## config.mk

```make
export PLATFORM = sky130hd
export DESIGN_NAME = rfe_ctrl
export DESIGN_NICKNAME = d
export VERILOG_FILES = /design/src/design/rfe_pkg.sv /design/src/design/rfe_ctrl.sv /design/src/design/rfe_regfile.sv
export VERILOG_INCLUDE_DIRS = /design/src /design/src/design
export SDC_FILE = /design/constraint.sdc
export NUM_CORES = 1
export LEC_CHECK = 0
export ABC_AREA = 1
export BUFFER_PORTS_ARGS = -buffer_cell sky130_fd_sc_hd__buf_2
export CAP_MARGIN = 20
export CORE_MARGIN = 10
export CORE_UTILIZATION = 40
export DETAILED_ROUTE_END_ITERATION = 8
export PLACE_DENSITY_LB_ADDON = 0.2
export SLEW_MARGIN = 20
export SYNTH_ARGS = -nofsm -noshare
export SYNTH_HDL_FRONTEND = slang
export SYNTH_SLANG_ARGS = --single-unit
```

## constraint.sdc

```tcl
create_clock -name i_clk -period 19.2 [get_ports i_clk]
set_clock_uncertainty 0.2 [all_clocks]
set_input_delay 2.88 -clock i_clk [delete_from_list [all_inputs] [get_ports i_clk]]
set_output_delay 2.88 -clock i_clk [all_outputs]
set_load 0.05 [all_outputs]
```

## src/design/rfe_defs.svh

```systemverilog
/*
 * Constants of the receive front-end control register bank: register
 * offsets, field positions, write masks, serial frame layout and limits.
 * Assumes inclusion by bare name from the design files of this bank.
 */
`ifndef RFE_DEFS_SVH
`define RFE_DEFS_SVH

// ==========================================================
// Register offsets
`define RFE_ADDR_W 6
`define RFE_SERIAL_PORT_SETUP 6'h00
`define RFE_RECEIVE_POWER_DOWN 6'h01
`define RFE_RECEIVE_CHANNEL_A_GAIN 6'h02
`define RFE_RECEIVE_CHANNEL_B_GAIN 6'h03
`define RFE_RECEIVE_MISCELLANEOUS 6'h04
`define RFE_RECEIVE_INTERFACE 6'h05
`define RFE_AUX_CONV_A2_LOW 6'h1a
`define RFE_AUX_CONV_A2_HIGH 6'h1b
`define RFE_AUX_CONV_A1_LOW 6'h1c
`define RFE_AUX_CONV_A1_HIGH 6'h1d
`define RFE_AUX_CONV_B2_LOW 6'h1e
`define RFE_AUX_CONV_B2_HIGH 6'h1f
`define RFE_AUX_CONV_B1_LOW 6'h20
`define RFE_AUX_CONV_B1_HIGH 6'h21
`define RFE_AUX_CONV_CONTROL 6'h22
`define RFE_AUX_CONV_CLOCKING 6'h23
`define RFE_AUX_OUT_A_LEVEL 6'h24
`define RFE_AUX_OUT_B_LEVEL 6'h25
`define RFE_AUX_OUT_C_LEVEL 6'h26
`define RFE_AUX_OUT_UPDATE_CONTROL 6'h27
`define RFE_AUX_OUT_POWER_CONTROL 6'h28
`define RFE_AUX_OUT_INVERT_CONTROL 6'h29
`define RFE_SIGMA_DELTA_WORD_LOW 6'h2a
`define RFE_SIGMA_DELTA_WORD_HIGH 6'h2b
`define RFE_RECEIVE_LOW_RATE_POWER_A 6'h31
`define RFE_RECEIVE_LOW_RATE_POWER_B 6'h32
`define RFE_SILICON_REVISION 6'h3f

// ==========================================================
// Writable bits per register; everything else stores zero
`define RFE_MASK_SETUP 8'he0
`define RFE_MASK_FULL 8'hff
`define RFE_MASK_GAIN 8'h9f
`define RFE_MASK_MISC 8'h07
`define RFE_MASK_INTERFACE 8'h1f
`define RFE_MASK_CLOCKING 8'h01
`define RFE_MASK_UPDATE 8'h87
`define RFE_MASK_AUX_POWER 8'h07
`define RFE_MASK_INVERT 8'h15
`define RFE_MASK_SIGMA_LOW 8'hf1
`define RFE_MASK_NONE 8'h00
`define RFE_RESET_VALUE 8'h00

// ==========================================================
// Field positions
`define RFE_BIT_THREE_WIRE 7
`define RFE_BIT_LSB_FIRST 6
`define RFE_BIT_SOFT_RESET 5
`define RFE_BIT_BYPASS 7
`define RFE_GAIN_HI 4
`define RFE_GAIN_MAX 5'h14
`define RFE_BIT_FAST_DUTY 2
`define RFE_BIT_SHARED_REF 1
`define RFE_BIT_DUTY_STAB 0
`define RFE_BIT_TRISTATE 4
`define RFE_BIT_RETIME 3
`define RFE_BIT_TWOS 2
`define RFE_BIT_INV_INDICATOR 1
`define RFE_BIT_MUX_OUT 0

// ==========================================================
// Serial frame: instruction byte then one data byte
`define RFE_INSTR_READ_BIT 7
`define RFE_LAST_BIT 3'h7

`endif

```

## src/design/rfe_pkg.sv

```systemverilog
/*
 * Types and helper functions shared by the receive front-end control bank.
 * Assumes the constants header is available on the include path.
 */
`include "rfe_defs.svh"

package rfe_pkg;

	// ==========================================================
	// Serial frame sequencer states
	typedef enum logic [1:0] {
		RFE_ST_IDLE = 2'b00,
		RFE_ST_INSTR = 2'b01,
		RFE_ST_DATA = 2'b10,
		RFE_ST_DONE = 2'b11
	} rfe_state_t;

	typedef logic [7:0] rfe_byte_t;

	// ==========================================================
	// Helper functions of the serial sequencer

	// Shift a sampled bit into a byte in the selected order
	function automatic rfe_byte_t shift_in(input rfe_byte_t cur, input logic b,
			input logic lsb);
		return lsb ? {b, cur[7:1]} : {cur[6:0], b};
	endfunction : shift_in

	// Next bit to present from a transmit byte
	function automatic logic first_bit(input rfe_byte_t cur, input logic lsb);
		return lsb ? cur[0] : cur[7];
	endfunction : first_bit

	// Advance a transmit byte by one bit
	function automatic rfe_byte_t shift_out(input rfe_byte_t cur, input logic lsb);
		return lsb ? {1'b0, cur[7:1]} : {cur[6:0], 1'b0};
	endfunction : shift_out

	// Bits that really exist at an address
	function automatic rfe_byte_t write_mask(input logic [`RFE_ADDR_W-1:0] a);
		case (a)
			`RFE_SERIAL_PORT_SETUP: return `RFE_MASK_SETUP;
			`RFE_RECEIVE_POWER_DOWN: return `RFE_MASK_FULL;
			`RFE_RECEIVE_CHANNEL_A_GAIN: return `RFE_MASK_GAIN;
			`RFE_RECEIVE_CHANNEL_B_GAIN: return `RFE_MASK_GAIN;
			`RFE_RECEIVE_MISCELLANEOUS: return `RFE_MASK_MISC;
			`RFE_RECEIVE_INTERFACE: return `RFE_MASK_INTERFACE;
			`RFE_AUX_CONV_CONTROL: return `RFE_MASK_FULL;
			`RFE_AUX_CONV_CLOCKING: return `RFE_MASK_CLOCKING;
			`RFE_AUX_OUT_A_LEVEL: return `RFE_MASK_FULL;
			`RFE_AUX_OUT_B_LEVEL: return `RFE_MASK_FULL;
			`RFE_AUX_OUT_C_LEVEL: return `RFE_MASK_FULL;
			`RFE_AUX_OUT_UPDATE_CONTROL: return `RFE_MASK_UPDATE;
			`RFE_AUX_OUT_POWER_CONTROL: return `RFE_MASK_AUX_POWER;
			`RFE_AUX_OUT_INVERT_CONTROL: return `RFE_MASK_INVERT;
			`RFE_SIGMA_DELTA_WORD_LOW: return `RFE_MASK_SIGMA_LOW;
			`RFE_SIGMA_DELTA_WORD_HIGH: return `RFE_MASK_FULL;
			`RFE_RECEIVE_LOW_RATE_POWER_A: return `RFE_MASK_FULL;
			`RFE_RECEIVE_LOW_RATE_POWER_B: return `RFE_MASK_FULL;
			default: return `RFE_MASK_NONE;
		endcase
	endfunction : write_mask

	// Invalid gain codes saturate at the top legal code
	function automatic rfe_byte_t limit_gain(input logic [`RFE_ADDR_W-1:0] a,
			input rfe_byte_t d);
		rfe_byte_t r;
		r = d;
		if ((a == `RFE_RECEIVE_CHANNEL_A_GAIN || a == `RFE_RECEIVE_CHANNEL_B_GAIN) &&
				d[`RFE_GAIN_HI:0] > `RFE_GAIN_MAX) begin
			r[`RFE_GAIN_HI:0] = `RFE_GAIN_MAX;
		end
		return r;
	endfunction : limit_gain

endpackage : rfe_pkg

```

## src/design/rfe_ctrl.sv

```systemverilog
/*
 * Serial programming port and control register bank of the receive front
 * end. Decodes instruction and data bytes from the host, stores settings
 * and drives the receive path control levels from them.
 * Assumes the serial clock half period spans at least four i_clk cycles,
 * and that the auxiliary converter results come from i_clk logic.
 */
`timescale 1ns/1ps
`default_nettype none
`include "rfe_defs.svh"

module rfe_ctrl import rfe_pkg::*; #(
	parameter logic [7:0] REVISION = 8'h00 // Arbitrary value
) (
	// Clock and reset
	input wire logic i_clk,
	input wire logic i_rst,
	// Serial programming port
	input wire logic i_sclk,
	input wire logic i_cs_n,
	input wire logic i_sdio,
	output logic o_sdio,
	output logic o_sdio_oe,
	output logic o_serial_data_out_pin,
	output logic o_serial_data_out_pin_oe,
	// Auxiliary converter results
	input wire logic [9:0] i_aux_a1_data,
	input wire logic [9:0] i_aux_a2_data,
	input wire logic [9:0] i_aux_b1_data,
	input wire logic [9:0] i_aux_b2_data,
	// Serial port setup
	output logic o_three_wire_select,
	output logic o_lsb_first,
	output logic o_pll_relock,
	// Receive power down
	output logic o_pd_ref_diff,
	output logic o_pd_ref,
	output logic o_pd_rx_digital,
	output logic o_pd_chan_b,
	output logic o_pd_chan_a,
	output logic o_pd_buf_b,
	output logic o_pd_buf_a,
	output logic o_pd_all_rx,
	// Receive gain
	output logic o_bypass_buf_a,
	output logic [4:0] o_gain_a,
	output logic o_bypass_buf_b,
	output logic [4:0] o_gain_b,
	// Receive clocking and interface
	output logic o_fast_sampling_duty_optimise,
	output logic o_shared_ref,
	output logic o_duty_stabiliser,
	output logic o_out_tristate,
	output logic o_rx_retime,
	output logic o_twos_complement,
	output logic o_invert_channel_indicator,
	output logic o_mux_out,
	// Auxiliary, sigma-delta and low-rate settings
	output logic [7:0] o_aux_conv_control,
	output logic [7:0] o_aux_conv_clocking,
	output logic [7:0] o_aux_out_a_level,
	output logic [7:0] o_aux_out_b_level,
	output logic [7:0] o_aux_out_c_level,
	output logic [7:0] o_aux_out_update_control,
	output logic [7:0] o_aux_out_power_control,
	output logic [7:0] o_aux_out_invert_control,
	output logic [7:0] o_sigma_delta_word_low,
	output logic [7:0] o_sigma_delta_word_high,
	output logic [7:0] o_low_rate_power_a,
	output logic [7:0] o_low_rate_power_b
);

	// ==========================================================
	// Declarations
	logic [2:0] sclk_sync_reg;
	logic [2:0] cs_sync_reg;
	logic [1:0] sdi_sync_reg;
	logic sclk_rise;
	logic sclk_fall;
	logic cs_active;
	rfe_state_t state_reg;
	logic [2:0] bit_cnt_reg;
	rfe_byte_t shift_reg;
	rfe_byte_t shift_next;
	logic byte_done;
	logic read_reg;
	logic [`RFE_ADDR_W-1:0] addr_reg;
	logic wr_en_reg;
	logic [`RFE_ADDR_W-1:0] wr_addr_reg;
	rfe_byte_t wr_data_reg;
	logic soft_clear;
	rfe_byte_t mem_rdata;
	rfe_byte_t rd_value;
	rfe_byte_t tx_reg;
	logic tx_loaded_reg;
	logic load_tx;
	logic out_bit_reg;
	logic sdio_oe_reg;
	logic sdo_oe_reg;
	logic relock_reg;
	logic [63:0][7:0] words;

	// ==========================================================
	// Pin synchronisers; stage 0 feeds only stage 1
	always_ff @(posedge i_clk or posedge i_rst) begin
		if (i_rst) begin
			sclk_sync_reg <= 3'h0;
			cs_sync_reg <= 3'h7;
			sdi_sync_reg <= 2'h0;
		end else begin
			sclk_sync_reg <= {sclk_sync_reg[1:0], i_sclk};
			cs_sync_reg <= {cs_sync_reg[1:0], i_cs_n};
			sdi_sync_reg <= {sdi_sync_reg[0], i_sdio};
		end
	end

	assign sclk_rise = sclk_sync_reg[1] & ~sclk_sync_reg[2];
	assign sclk_fall = ~sclk_sync_reg[1] & sclk_sync_reg[2];
	assign cs_active = ~cs_sync_reg[1];
	assign shift_next = shift_in(shift_reg, sdi_sync_reg[1], o_lsb_first);
	assign byte_done = sclk_rise && (bit_cnt_reg == `RFE_LAST_BIT);

	// ==========================================================
	// Frame sequencer; deselect aborts any frame in flight
	always_ff @(posedge i_clk or posedge i_rst) begin
		if (i_rst) begin
			state_reg <= RFE_ST_IDLE;
		end else if (!cs_active) begin
			state_reg <= RFE_ST_IDLE;
		end else begin
			case (state_reg)
				RFE_ST_IDLE: state_reg <= RFE_ST_INSTR;
				RFE_ST_INSTR: if (byte_done) begin
					state_reg <= RFE_ST_DATA;
				end
				RFE_ST_DATA: if (byte_done) begin
					state_reg <= RFE_ST_DONE;
				end
				RFE_ST_DONE: state_reg <= RFE_ST_DONE;
				default: state_reg <= RFE_ST_IDLE;
			endcase
		end
	end

	// Bit counter and receive shifter
	always_ff @(posedge i_clk or posedge i_rst) begin
		if (i_rst) begin
			bit_cnt_reg <= 3'h0;
			shift_reg <= 8'h00;
		end else if (state_reg == RFE_ST_IDLE) begin
			bit_cnt_reg <= 3'h0;
			shift_reg <= 8'h00;
		end else if (sclk_rise && state_reg != RFE_ST_DONE) begin
			bit_cnt_reg <= bit_cnt_reg + 3'h1;
			shift_reg <= shift_next;
		end
	end

	// Instruction decode: read flag and register address
	always_ff @(posedge i_clk or posedge i_rst) begin
		if (i_rst) begin
			read_reg <= 1'b0;
			addr_reg <= '0;
		end else if (state_reg == RFE_ST_INSTR && byte_done) begin
			read_reg <= shift_next[`RFE_INSTR_READ_BIT];
			addr_reg <= shift_next[`RFE_ADDR_W-1:0];
		end
	end

	// ==========================================================
	// Write strobe, one cycle, with unassigned bits forced low
	always_ff @(posedge i_clk or posedge i_rst) begin
		if (i_rst) begin
			wr_en_reg <= 1'b0;
			wr_addr_reg <= '0;
			wr_data_reg <= 8'h00;
		end else begin
			wr_en_reg <= (state_reg == RFE_ST_DATA) && byte_done && !read_reg;
			wr_addr_reg <= addr_reg;
			wr_data_reg <= limit_gain(addr_reg, shift_next) & write_mask(addr_reg);
		end
	end

	// Soft reset clears the whole bank instead of storing, so the bit self-clears
	assign soft_clear = wr_en_reg && (wr_addr_reg == `RFE_SERIAL_PORT_SETUP) &&
		wr_data_reg[`RFE_BIT_SOFT_RESET];

	// Relock request for the clock multiplier
	always_ff @(posedge i_clk or posedge i_rst) begin
		if (i_rst) begin
			relock_reg <= 1'b0;
		end else begin
			relock_reg <= soft_clear;
		end
	end

	rfe_regfile #(
		.DEPTH(64),
		.AW(`RFE_ADDR_W),
		.DW(8)
	) u_regfile (
		.i_clk(i_clk),
		.i_rst(i_rst),
		.i_clear(soft_clear),
		.i_we(wr_en_reg && !soft_clear),
		.i_waddr(wr_addr_reg),
		.i_wdata(wr_data_reg),
		.i_raddr(addr_reg),
		.o_rdata(mem_rdata),
		.o_words(words)
	);

	// ==========================================================
	// Read value: converter results and revision are live, the rest stored
	always_comb begin
		case (addr_reg)
			`RFE_AUX_CONV_A2_LOW: rd_value = {i_aux_a2_data[1:0], 6'h00};
			`RFE_AUX_CONV_A2_HIGH: rd_value = i_aux_a2_data[9:2];
			`RFE_AUX_CONV_A1_LOW: rd_value = {i_aux_a1_data[1:0], 6'h00};
			`RFE_AUX_CONV_A1_HIGH: rd_value = i_aux_a1_data[9:2];
			`RFE_AUX_CONV_B2_LOW: rd_value = {i_aux_b2_data[1:0], 6'h00};
			`RFE_AUX_CONV_B2_HIGH: rd_value = i_aux_b2_data[9:2];
			`RFE_AUX_CONV_B1_LOW: rd_value = {i_aux_b1_data[1:0], 6'h00};
			`RFE_AUX_CONV_B1_HIGH: rd_value = i_aux_b1_data[9:2];
			`RFE_SILICON_REVISION: rd_value = REVISION;
			default: rd_value = mem_rdata;
		endcase
	end

	// Transmit loads on the first falling edge of the data byte
	assign load_tx = (state_reg == RFE_ST_DATA) && read_reg && sclk_fall && !tx_loaded_reg;

	// Transmit shifter: bits change on falling edges for the host to sample on rising
	always_ff @(posedge i_clk or posedge i_rst) begin
		if (i_rst) begin
			tx_reg <= 8'h00;
			tx_loaded_reg <= 1'b0;
			out_bit_reg <= 1'b0;
		end else if (state_reg == RFE_ST_IDLE) begin
			tx_loaded_reg <= 1'b0;
			out_bit_reg <= 1'b0;
		end else if (load_tx) begin
			tx_reg <= shift_out(rd_value, o_lsb_first);
			tx_loaded_reg <= 1'b1;
			out_bit_reg <= first_bit(rd_value, o_lsb_first);
		end else if (tx_loaded_reg && sclk_fall && state_reg == RFE_ST_DATA) begin
			tx_reg <= shift_out(tx_reg, o_lsb_first);
			out_bit_reg <= first_bit(tx_reg, o_lsb_first);
		end
	end

	// Drive either the shared pin or the dedicated output, never both
	always_ff @(posedge i_clk or posedge i_rst) begin
		if (i_rst) begin
			sdio_oe_reg <= 1'b0;
			sdo_oe_reg <= 1'b0;
		end else if (!cs_active) begin
			sdio_oe_reg <= 1'b0;
			sdo_oe_reg <= 1'b0;
		end else if (load_tx) begin
			sdio_oe_reg <= o_three_wire_select;
			sdo_oe_reg <= !o_three_wire_select;
		end
	end

	// ==========================================================
	// Outputs, all taken from flip-flops
	assign o_sdio = out_bit_reg;
	assign o_sdio_oe = sdio_oe_reg;
	assign o_serial_data_out_pin = out_bit_reg;
	assign o_serial_data_out_pin_oe = sdo_oe_reg;
	assign o_pll_relock = relock_reg;

	// Serial setup
	assign o_three_wire_select = words[`RFE_SERIAL_PORT_SETUP][`RFE_BIT_THREE_WIRE];
	assign o_lsb_first = words[`RFE_SERIAL_PORT_SETUP][`RFE_BIT_LSB_FIRST];

	// Power down bits map one to one, top bit first
	assign {o_pd_ref_diff, o_pd_ref, o_pd_rx_digital, o_pd_chan_b, o_pd_chan_a,
		o_pd_buf_b, o_pd_buf_a, o_pd_all_rx} = words[`RFE_RECEIVE_POWER_DOWN];

	// Channel gain and buffer bypass
	assign o_bypass_buf_a = words[`RFE_RECEIVE_CHANNEL_A_GAIN][`RFE_BIT_BYPASS];
	assign o_gain_a = words[`RFE_RECEIVE_CHANNEL_A_GAIN][`RFE_GAIN_HI:0];
	assign o_bypass_buf_b = words[`RFE_RECEIVE_CHANNEL_B_GAIN][`RFE_BIT_BYPASS];
	assign o_gain_b = words[`RFE_RECEIVE_CHANNEL_B_GAIN][`RFE_GAIN_HI:0];

	// Clocking and output interface
	assign o_fast_sampling_duty_optimise = words[`RFE_RECEIVE_MISCELLANEOUS][`RFE_BIT_FAST_DUTY];
	assign o_shared_ref = words[`RFE_RECEIVE_MISCELLANEOUS][`RFE_BIT_SHARED_REF];
	assign o_duty_stabiliser = words[`RFE_RECEIVE_MISCELLANEOUS][`RFE_BIT_DUTY_STAB];
	assign o_out_tristate = words[`RFE_RECEIVE_INTERFACE][`RFE_BIT_TRISTATE];
	assign o_rx_retime = words[`RFE_RECEIVE_INTERFACE][`RFE_BIT_RETIME];
	assign o_twos_complement = words[`RFE_RECEIVE_INTERFACE][`RFE_BIT_TWOS];
	assign o_invert_channel_indicator = words[`RFE_RECEIVE_INTERFACE][`RFE_BIT_INV_INDICATOR];
	assign o_mux_out = words[`RFE_RECEIVE_INTERFACE][`RFE_BIT_MUX_OUT];

	// Auxiliary and low-rate settings pass through whole
	assign o_aux_conv_control = words[`RFE_AUX_CONV_CONTROL];
	assign o_aux_conv_clocking = words[`RFE_AUX_CONV_CLOCKING];
	assign o_aux_out_a_level = words[`RFE_AUX_OUT_A_LEVEL];
	assign o_aux_out_b_level = words[`RFE_AUX_OUT_B_LEVEL];
	assign o_aux_out_c_level = words[`RFE_AUX_OUT_C_LEVEL];
	assign o_aux_out_update_control = words[`RFE_AUX_OUT_UPDATE_CONTROL];
	assign o_aux_out_power_control = words[`RFE_AUX_OUT_POWER_CONTROL];
	assign o_aux_out_invert_control = words[`RFE_AUX_OUT_INVERT_CONTROL];
	assign o_sigma_delta_word_low = words[`RFE_SIGMA_DELTA_WORD_LOW];
	assign o_sigma_delta_word_high = words[`RFE_SIGMA_DELTA_WORD_HIGH];
	assign o_low_rate_power_a = words[`RFE_RECEIVE_LOW_RATE_POWER_A];
	assign o_low_rate_power_b = words[`RFE_RECEIVE_LOW_RATE_POWER_B];
endmodule : rfe_ctrl

`default_nettype wire

```

## src/design/rfe_regfile.sv

```systemverilog
/*
 * Register storage for the control bank: a word array with one write port,
 * a registered read port, a whole-bank clear and all words exposed.
 * Assumes writes arrive already masked from the serial sequencer.
 */
`timescale 1ns/1ps
`default_nettype none

module rfe_regfile import rfe_pkg::*; #(
	parameter int DEPTH = 64,
	parameter int AW = 6,
	parameter int DW = 8
) (
	// Clock and reset
	input wire logic i_clk,
	input wire logic i_rst,
	// Write side
	input wire logic i_clear,
	input wire logic i_we,
	input wire logic [AW-1:0] i_waddr,
	input wire logic [DW-1:0] i_wdata,
	// Read side
	input wire logic [AW-1:0] i_raddr,
	output logic [DW-1:0] o_rdata,
	output logic [DEPTH-1:0][DW-1:0] o_words
);

	logic [DEPTH-1:0][DW-1:0] mem_reg;

	// ==========================================================
	// Storage; clear beats a write so a soft reset never half-applies
	always_ff @(posedge i_clk or posedge i_rst) begin
		if (i_rst) begin
			mem_reg <= '0;
		end else if (i_clear) begin
			mem_reg <= '0;
		end else if (i_we) begin
			mem_reg[i_waddr] <= i_wdata;
		end
	end

	// Registered read data
	always_ff @(posedge i_clk or posedge i_rst) begin
		if (i_rst) begin
			o_rdata <= '0;
		end else begin
			o_rdata <= mem_reg[i_raddr];
		end
	end

	assign o_words = mem_reg;

endmodule : rfe_regfile

`default_nettype wire

```

======== Yosys cells after proc, flatten, opt, wreduce, memory -nomap -nowiden ========
Memories as Yosys holds them, arrays and structs flattened.
Index checks and enable logic that the tools add are counted.
operators by class
  $lt $le $gt $ge ......................... 4
  bitwise gates (word level) .............. 6
  add/subtract/negate cells ............... 1
  equal/unequal tests ..................... 18
  muxes and demuxes ....................... 33
  reductions and logical operators ........ 30
operators with widths
  cell                number
  $mux 512            2
  $bwmux 512          1
  $mux 8              9
  $pmux 8 s9          1
  $bmux 8 s6          1
  $demux 8 s6         1
  $eq 6x5->1 const B  6
  $eq 6x6->1 const B  3
  $logic_and 1x1->1   15
  $lt 6x7->1 const B  2
  $eq 6x2->1 const B  2
  $mux 1              11
  $reduce_bool 2->1   5
  $and 8x8->8         1
  $pmux 2 s4          1
  $ge 6x1->1 const B  1
  $logic_not 6->1     1
  $mux 2              3
  $mux 3              2
  $ne 3x3->1 const B  2
  $gt 5x5->1 const B  1
  $mux 5              1
  $eq 2x2->1 const B  2
  $logic_not 1->1     4
  other kinds (10)    14
storage, ports and cells
  logic and storage cells ................. 175
  memories kept ........................... 1
  flip-flop bits (word level) ............. 575
  bits in read-only memories .............. 512
memories
  memory           depth  bits a word  read ports  clocked after memory_dff  write ports  line           source
  (no name shown)  64     8            1           0                         0            rfe_pkg.sv:41  case (a)

======== Logic depth before layout (Yosys ltp) ========
Gate-level depths: netlist of run 1.
  word-level depth ........................ 7
  mapped depth ............................ 16

======== By module ========
A second synthesis of run 1 with hierarchy kept.
unflattened totals
  cells, all modules ...................... 3465
  area total of the unflattened synthesis .. 27764.1 um2
by module, submodules not included
  module       area each (um2)  times used  seq. area each (um2)  cells an instance
  rfe_regfile  24400.9          1           13012.5               3036
  rfe_ctrl     3363.2           1           1378.8                429

======== Least setup slack after synthesis of run 1 ========
Ideal clock, no wire load.
  kind .................................... flip-flop to output port
  start point ............................. register out_bit_reg (netlist: o_sdio)
  end point ............................... output o_serial_data_out_pin
  path slack .............................. 15.216 ns
  required time ........................... 16.120 ns
  path buffers ............................ 1
  stages on the path, launching flop included .. 2
  arrival time ............................ 0.904 ns
  path through ............................ dfrtp_1 > buf_4
RTL lines
  what                    line             source
  from (decl)             rfe_ctrl.sv:97   logic out_bit_reg;
  from (signal assigned)  rfe_ctrl.sv:245  out_bit_reg <= first_bit(rd_value, o_lsb_first);
  from (signal assigned)  rfe_ctrl.sv:248  out_bit_reg <= first_bit(tx_reg, o_lsb_first);
  to (decl)               rfe_ctrl.sv:24   output logic o_serial_data_out_pin,
No word-level cell between the ends.

==> results of run 1 <==
==> per-layer routing <==
metal / GRT usage (%) / up-vias / part of all wire (%) / wire (um)
li1: - / 12405 / - / -
met1: 31.1 / 12408 / 44 / 44400
met2: 36.6 / 859 / 45 / 45700
met3: 4.40 / 153 / 7.2 / 7250
met4: 8.54 / 2 / 3.2 / 3210
met5: 0 / - / 0.013 / 13
==> layout make-up <==
| type | instances | area (sq um) |
|---|---|---|
| Fill cell | 7397 | 40500 |
| Sequential cell | 575 | 14400 |
| Tap cell | 959 | 1200 |
| Clock buffer | 99 | 2040 |
| Inverter | 674 | 2550 |
| Multi-Input combinational cell | 2388 | 11200 |
| Timing Repair Buffer | 216 | 1210 |
| Clock inverter | 21 | 272 |
==> power by group <==
part           switching (mW)  internal [mW]
combinational          0.0276        0.00503
clock                   0.532          0.804
sequential           0.000770           1.21
==> worst reg2reg max path, stage by stage, from the launching register on <==
cell and delay, ns:
dfrtp_4 0.68, inv_6 0.58, buf_4 0.79, ha_1 0.32, inv_1 0.08, nor2_1 0.27, nand2_1 0.08, o21ai_0 0.11
nor2_1 0.16, nand3_1 0.14, nand3_1 0.08, nand3_1 0.16, a21oi_1 0.10
==> cell families (layout without fill, tap and decap cells) <==
| logic type | after synthesis | count (layout) | synth area share (%) |
|---|---|---|---|
| buf+inv | 984 | 1010 | 14.0 |
| fa+ha+maj | 8 | 8 | 0.337 |
| compound gates | 975 | 975 | 18.2 |
| simple gates | 1404 | 1404 | 19.1 |
| mux | 1 | 1 | 0.0337 |
| flops | 575 | 575 | 48.4 |
==> per-stage QoR <==
stage | setup WS, ns | hold slack, ns
finish | 13.83 | 0.155
global route | 13.38 | 0.157
CTS | 13.69 | 0.153
detailed placement | 13.04 | 0.137
global placement | 13.01 | 0.135
floorplan | 0.0372 | 0.131
==> layout by cell type (no fill, tap or decap), types with 16 or more instances in the layout <==
| cell | instances |
|---|---|
| inv_1 | 649 |
| buf_2 | 175 |
| o21ai_0 | 387 |
| dfrtp_1 | 570 |
| clkbuf_16 | 68 |
| nor2_1 | 571 |
| o21a_1 | 18 |
| clkbuf_8 | 22 |
| o211ai_1 | 98 |
| buf_4 | 39 |
| nand3_1 | 102 |
| nand2_1 | 643 |
| nand4_1 | 37 |
| a31oi_1 | 65 |
| a21oi_1 | 323 |
| o22ai_1 | 52 |
| inv_2 | 16 |
==> worst min-delay path by stage <==
| stage | end |
|---|---|
| 5_1_grt | cs_sync_reg[1] |
| 3_5_place_dp | sdi_sync_reg[1] |
| 3_3_place_gp | sdi_sync_reg[1] |
| 2_1_floorplan | sclk_sync_reg[1] |
| 4_1_cts | sdi_sync_reg[1] |
| 6_report | cs_sync_reg[1] |
==> results.yml, run 1 <==
status:
  status: "complete, no violations"
worst_setup_path:
  endpoint: "u_regfile.o_words[249]"
  worstPathArrival_ns: 5.81
  r2r_slack_ns: 15.34
  path_common_cell: "buf_4"
  timing.rr.start: "addr_reg[0]"
  crit_buf_inv: 5
  worstSetupStartpoint: "i_rst"
  critPathTopFamily: "buffers and inverters"
  worstSetupPathType: "input port to asynchronous set/reset pin"
  setup.worst_path.start_class: "input port"
  r2r_end: "o_sdio"
  worst-path-max-fanout: 74
  cp_cell_sequence: "buf_2 -> inv_8 -> buf_4 -> buf_4 -> buf_4"
  critPathMaxStageDelay_ns: 0.79
  crit_path_end_kind: "asynchronous set/reset pin"
  path_depth: 5
  crit_required_ns: 19.64
  rr_worst_depth: 12
  cp_slowest_cell: "buf_4"
clocking:
  numCtsBuffers: 66
  clock_latency_ns: 0.62
  clkTransAtPathRegs_ns: 0.06
  postCtsResizedCells: 0
  post-cts-setup-buffers: 0
  cts_tree: "done"
  cts_num_sinks: 575
  cts_max_level: 3
  clk_path_buf_depth: 3
  cts_root_buffer: "clkbuf_16"
  cts_hold_buf: 0
power:
  ir_drop_mv: 0.0564
  cellPowerDensity_mw_per_mm2: 78.6
  power_mw: 2.58
  p_leak_nw: 18.1
layout:
  final_core_util_pct: 44.8
  fin_cells: 4932
  layout-drive-gt1-share_pct: 9.97
  largest_reg_flops: 512
  area_delta_synth_final_pct: 10.6
  nets: 3974
  n_antenna_cell: 0
  fin_area_sq_mm: 0.0329
die:
  io_pins: 176
  chipWidth_um: 293
  core_sq_mm: 0.0733
  initial_core_util_pct: 40.5
  fp-row-count: 99
  die_area_sq_mm: 0.0856
  fp.dieH_um: 293
timing:
  worst_pin_slew_ns: 1.09
  grt_setup_unrepaired: "false"
  fmax_mhz: 186
  min_period_ns: 5.37
  finalSetupViolCount: 0
  fin_crit_sh_pct: 28.0
  relSlewSlack_pct: 27.1
  slew_viol_final: 0
  final_hold_viol_count: 0
  tns_ns: 0
yosys:
  synth_cells: 3947
  synth.top_cell.area_share_pct: 48.2
  syn_nets: 4000
  synth_cell_type_count: 39
  avgSynthCellArea_sq_um: 7.53
  synth_seq_cells: 575
  synthesis.area_sq_mm: 0.0297
  synth_edf_count: 0
  synth_top_cell_by_area: "dfrtp_1"
  synth_most_common_cell: "inv_1"
  ys_top_cells_by_area: "dfrtp_1 48%, inv_1 8.3%, nand2_1 8.1%"
  synthArstFlopShare_pct: 100
  netlist_top_cells_count: "656 x inv_1, 643 x nand2_1, 577 x nor2_1"
  yosysSeqAreaShare_pct: 48.4
  synth_warnings: 0
  ys.flop_type: "dfrtp_1"
global_route:
  grt_pass1_wl_um: 154000
  grtUsageTotal_pct: 23.1
  antenna_found_initial: 1
  overflow: 0
  grt_pass1_vias: 24611
  grt_max_degree: 156
place:
  gp_congestion: 0.847
  numPlacedInstances: 4812
  dp_hpwl_um: 63700
  port_buffers: 175
  post_dp_cell_area_sq_mm: 0.0306
flow_run:
  drv_cap: 0
routing:
  wire_per_inst_um: 20.4
  vias: 25827
  routed_wl_um: 101000
  ant_nets: 0
  first_pass_iters: 5
  via_per_inst: 5.24
  drt_iter0_drc: 2583
  post-route-drc-count: 0
hold_path:
  hp-class: "flop to flop"
  whs_path_depth: 0
  hold_start: "cs_sync_reg[0]"
Power figures use the tool's default switching activity.
==> run 2, diff against run 1 <==
==> constraint.sdc (replaced) <==
create_clock -name i_clk -period 4.65 [get_ports i_clk]
set_clock_uncertainty 0.2 [all_clocks]
set_input_delay 0.6975 -clock i_clk [delete_from_list [all_inputs] [get_ports i_clk]]
set_output_delay 0.6975 -clock i_clk [all_outputs]
set_load 0.05 [all_outputs]
==> run 2 against run 1 <==
Net effect:
- non-clock buffer count rose by 22
- die area stayed put
- final area about the same
- critical path depth increased by 6
- count of clock-buffer cells in the layout fell by 3
- register-to-register slack worse by 14 ns
- critical path type is now flop to flop
- worst setup slack worse by 13 ns
- first-iteration DRC count grew 4.2%
- core utilization is essentially flat
- clock power rose to 3.7 times the previous value
- cell count rose by 0.18%
- wire length increased by 2.5%
==> results.yml, run 2 (synthesis results as in run 1) <==
global_route:
  grtUsageTotal_pct: 23.6
  grt_pass1_wl_um: 158000
  overflow: 0
  grt_pass1_vias: 24738
  antenna_found_initial: 0
  grt_max_degree: 152
clocking:
  post-cts-setup-buffers: 0
  cts_hold_buf: 4
  numCtsBuffers: 61
  cts_tree: "done"
  clk_path_buf_depth: 3
  clock_latency_ns: 0.64
  postCtsResizedCells: 0
  cts_max_level: 2
  clkTransAtPathRegs_ns: 0.06
  cts_num_sinks: 575
  cts_root_buffer: "clkbuf_16"
timing:
  fmax_mhz: 292
  relSlewSlack_pct: 30.6
  min_period_ns: 3.43
  hold_ws_ns: 0.147
  final_hold_viol_count: 0
  finalSetupViolCount: 0
  layout_setup_ws_ns: 1.22
  slew_viol_final: 0
  grt_setup_unrepaired: "false"
  worst_pin_slew_ns: 1.04
  fin_crit_sh_pct: 73.7
routing:
  post-route-drc-count: 0
  wire_per_inst_um: 20.9
  routed_wl_um: 103000
  first_pass_iters: 5
  drt_iter0_drc: 2692
  ant_nets: 0
  vias: 26242
  via_per_inst: 5.31
layout:
  fin_area_sq_mm: 0.0329
  regArea_sq_mm: 0.0144
  layout_common_cells: "649 x inv_1, 643 x nand2_1, 572 x nor2_1, 570 x dfrtp_1, 387 x o21ai_0"
  area_delta_synth_final_pct: 10.5
  largest_reg_flops: 512
  n_antenna_cell: 0
  layout_commonest_cell: "inv_1"
  nets: 3991
  final_core_util_pct: 44.8
  multiInputGateArea_sq_mm: 0.0112
  layout-drive-gt1-share_pct: 9.82
  n_fill_cell: 7411
worst_setup_path:
  timing.rr.start: "wr_addr_reg[3]"
  worst-path-max-fanout: 84
  r2r_end: "u_regfile.o_words[273]"
  worstSetupPathType: "flop to flop"
  rr_worst_depth: 11
  crit_path_end_kind: "flop"
  setup.worst_path.start_class: "flop"
  worstPathArrival_ns: 3.70
  r2r_slack_ns: 1.22
  crit_required_ns: 4.92
place:
  post_dp_cell_area_sq_mm: 0.0308
  dp_hpwl_um: 66900
  gp_congestion: 0.872
  dp_slack_ns: 1.25
  port_buffers: 175
die:
  core_sq_mm: 0.0733
  initial_core_util_pct: 40.5
  fp.dieH_um: 293
  chipWidth_um: 293
  fp-row-count: 99
  io_pins: 176
  die_area_sq_mm: 0.0856
hold_path:
  hold_start: "sclk_sync_reg[0]"
  hp-class: "flop to flop"
  whs_path_depth: 0
  hold-path-endpoint: "sclk_sync_reg[1]"
power:
  cellPowerDensity_mw_per_mm2: 308
  power_mw: 10.1
  ir_drop_mv: 0.275
  p_leak_nw: 18.1
status:
  status: "complete, no violations"
flow_run:
  drv_cap: 0
==> run 2: cell count changes in the layout (fill, tap and decap cells not counted), sizes merged, moves of 3 or more <==
cell	before	now
buf	216	234
clkinv	19	11
dlygate4sd3	0	4
clkbuf	99	96
clkinvlp	0	3
inv	671	668
==> run 2: worst max-delay path, cell delays in order, from the launching register on <==
cell     delay [ns]
dfrtp_1        0.51
inv_2          0.23
nand2_4        0.11
inv_4          0.11
nand3_2        0.24
nor2_4         0.54
inv_6          0.43
buf_4          0.42
nand2_1        0.10
inv_1          0.13
nand2_1        0.09
o21ai_0        0.10
==> run 2: how the worst max path moves through the flow <==
| stage | startpoint | to | slack (ns) | depth (start not counted) |
|---|---|---|---|---|
| finish | wr_addr_reg[3] | u_regfile.o_words[273] | 1.22 | 11 |
| global route | wr_addr_reg[3] | u_regfile.o_words[340] | 1.03 | 11 |
| CTS | wr_addr_reg[3] | u_regfile.o_words[273] | 1.25 | 11 |
| detailed placement | wr_addr_reg[3] | u_regfile.o_words[273] | 1.25 | 11 |
| global placement | wr_addr_reg[5] | u_regfile.o_words[350] | 1.36 | 11 |
| floorplan | i_rst | addr_reg[0] | -4.08 | 1 |
==> run 2: metal layers <==
metal / wire length [um] / share of wire, % / global-route usage [%]
met5: 0 / 0 / 0
met4: 2390 / 2.3 / 6.00
met2: 47400 / 46 / 37.9
met1: 46200 / 45 / 33.0
met3: 7210 / 7.0 / 3.48
==> run 2: stage by stage <==
stage                     setup TNS [ns]  cells
after CTS                              0   4941
final                                  0   4941
after detailed placement               0   4830
after global routing                   0   4941
after floorplan                 -2341.26   3947
after global placement                 0   4830
==> run 2: power by group <==
group | switching [mW] | leakage (nW) | total (mW) | internal [mW]
clock | 2.08 | 0.972 | 4.95 | 2.87
combinational | 0.119 | 9.15 | 0.153 | 0.0343
sequential | 0.00300 | 7.99 | 5.01 | 5.01
==> run 2: cell type report <==
cell class                 count  area share, %
inverter                     674           7.76
sequential                   575           43.8
timing repair buffer         238           4.63
tap                          959           3.65
multi-input combinational   2388           34.1
clock inverter                11          0.423
clock buffer                  96           5.63
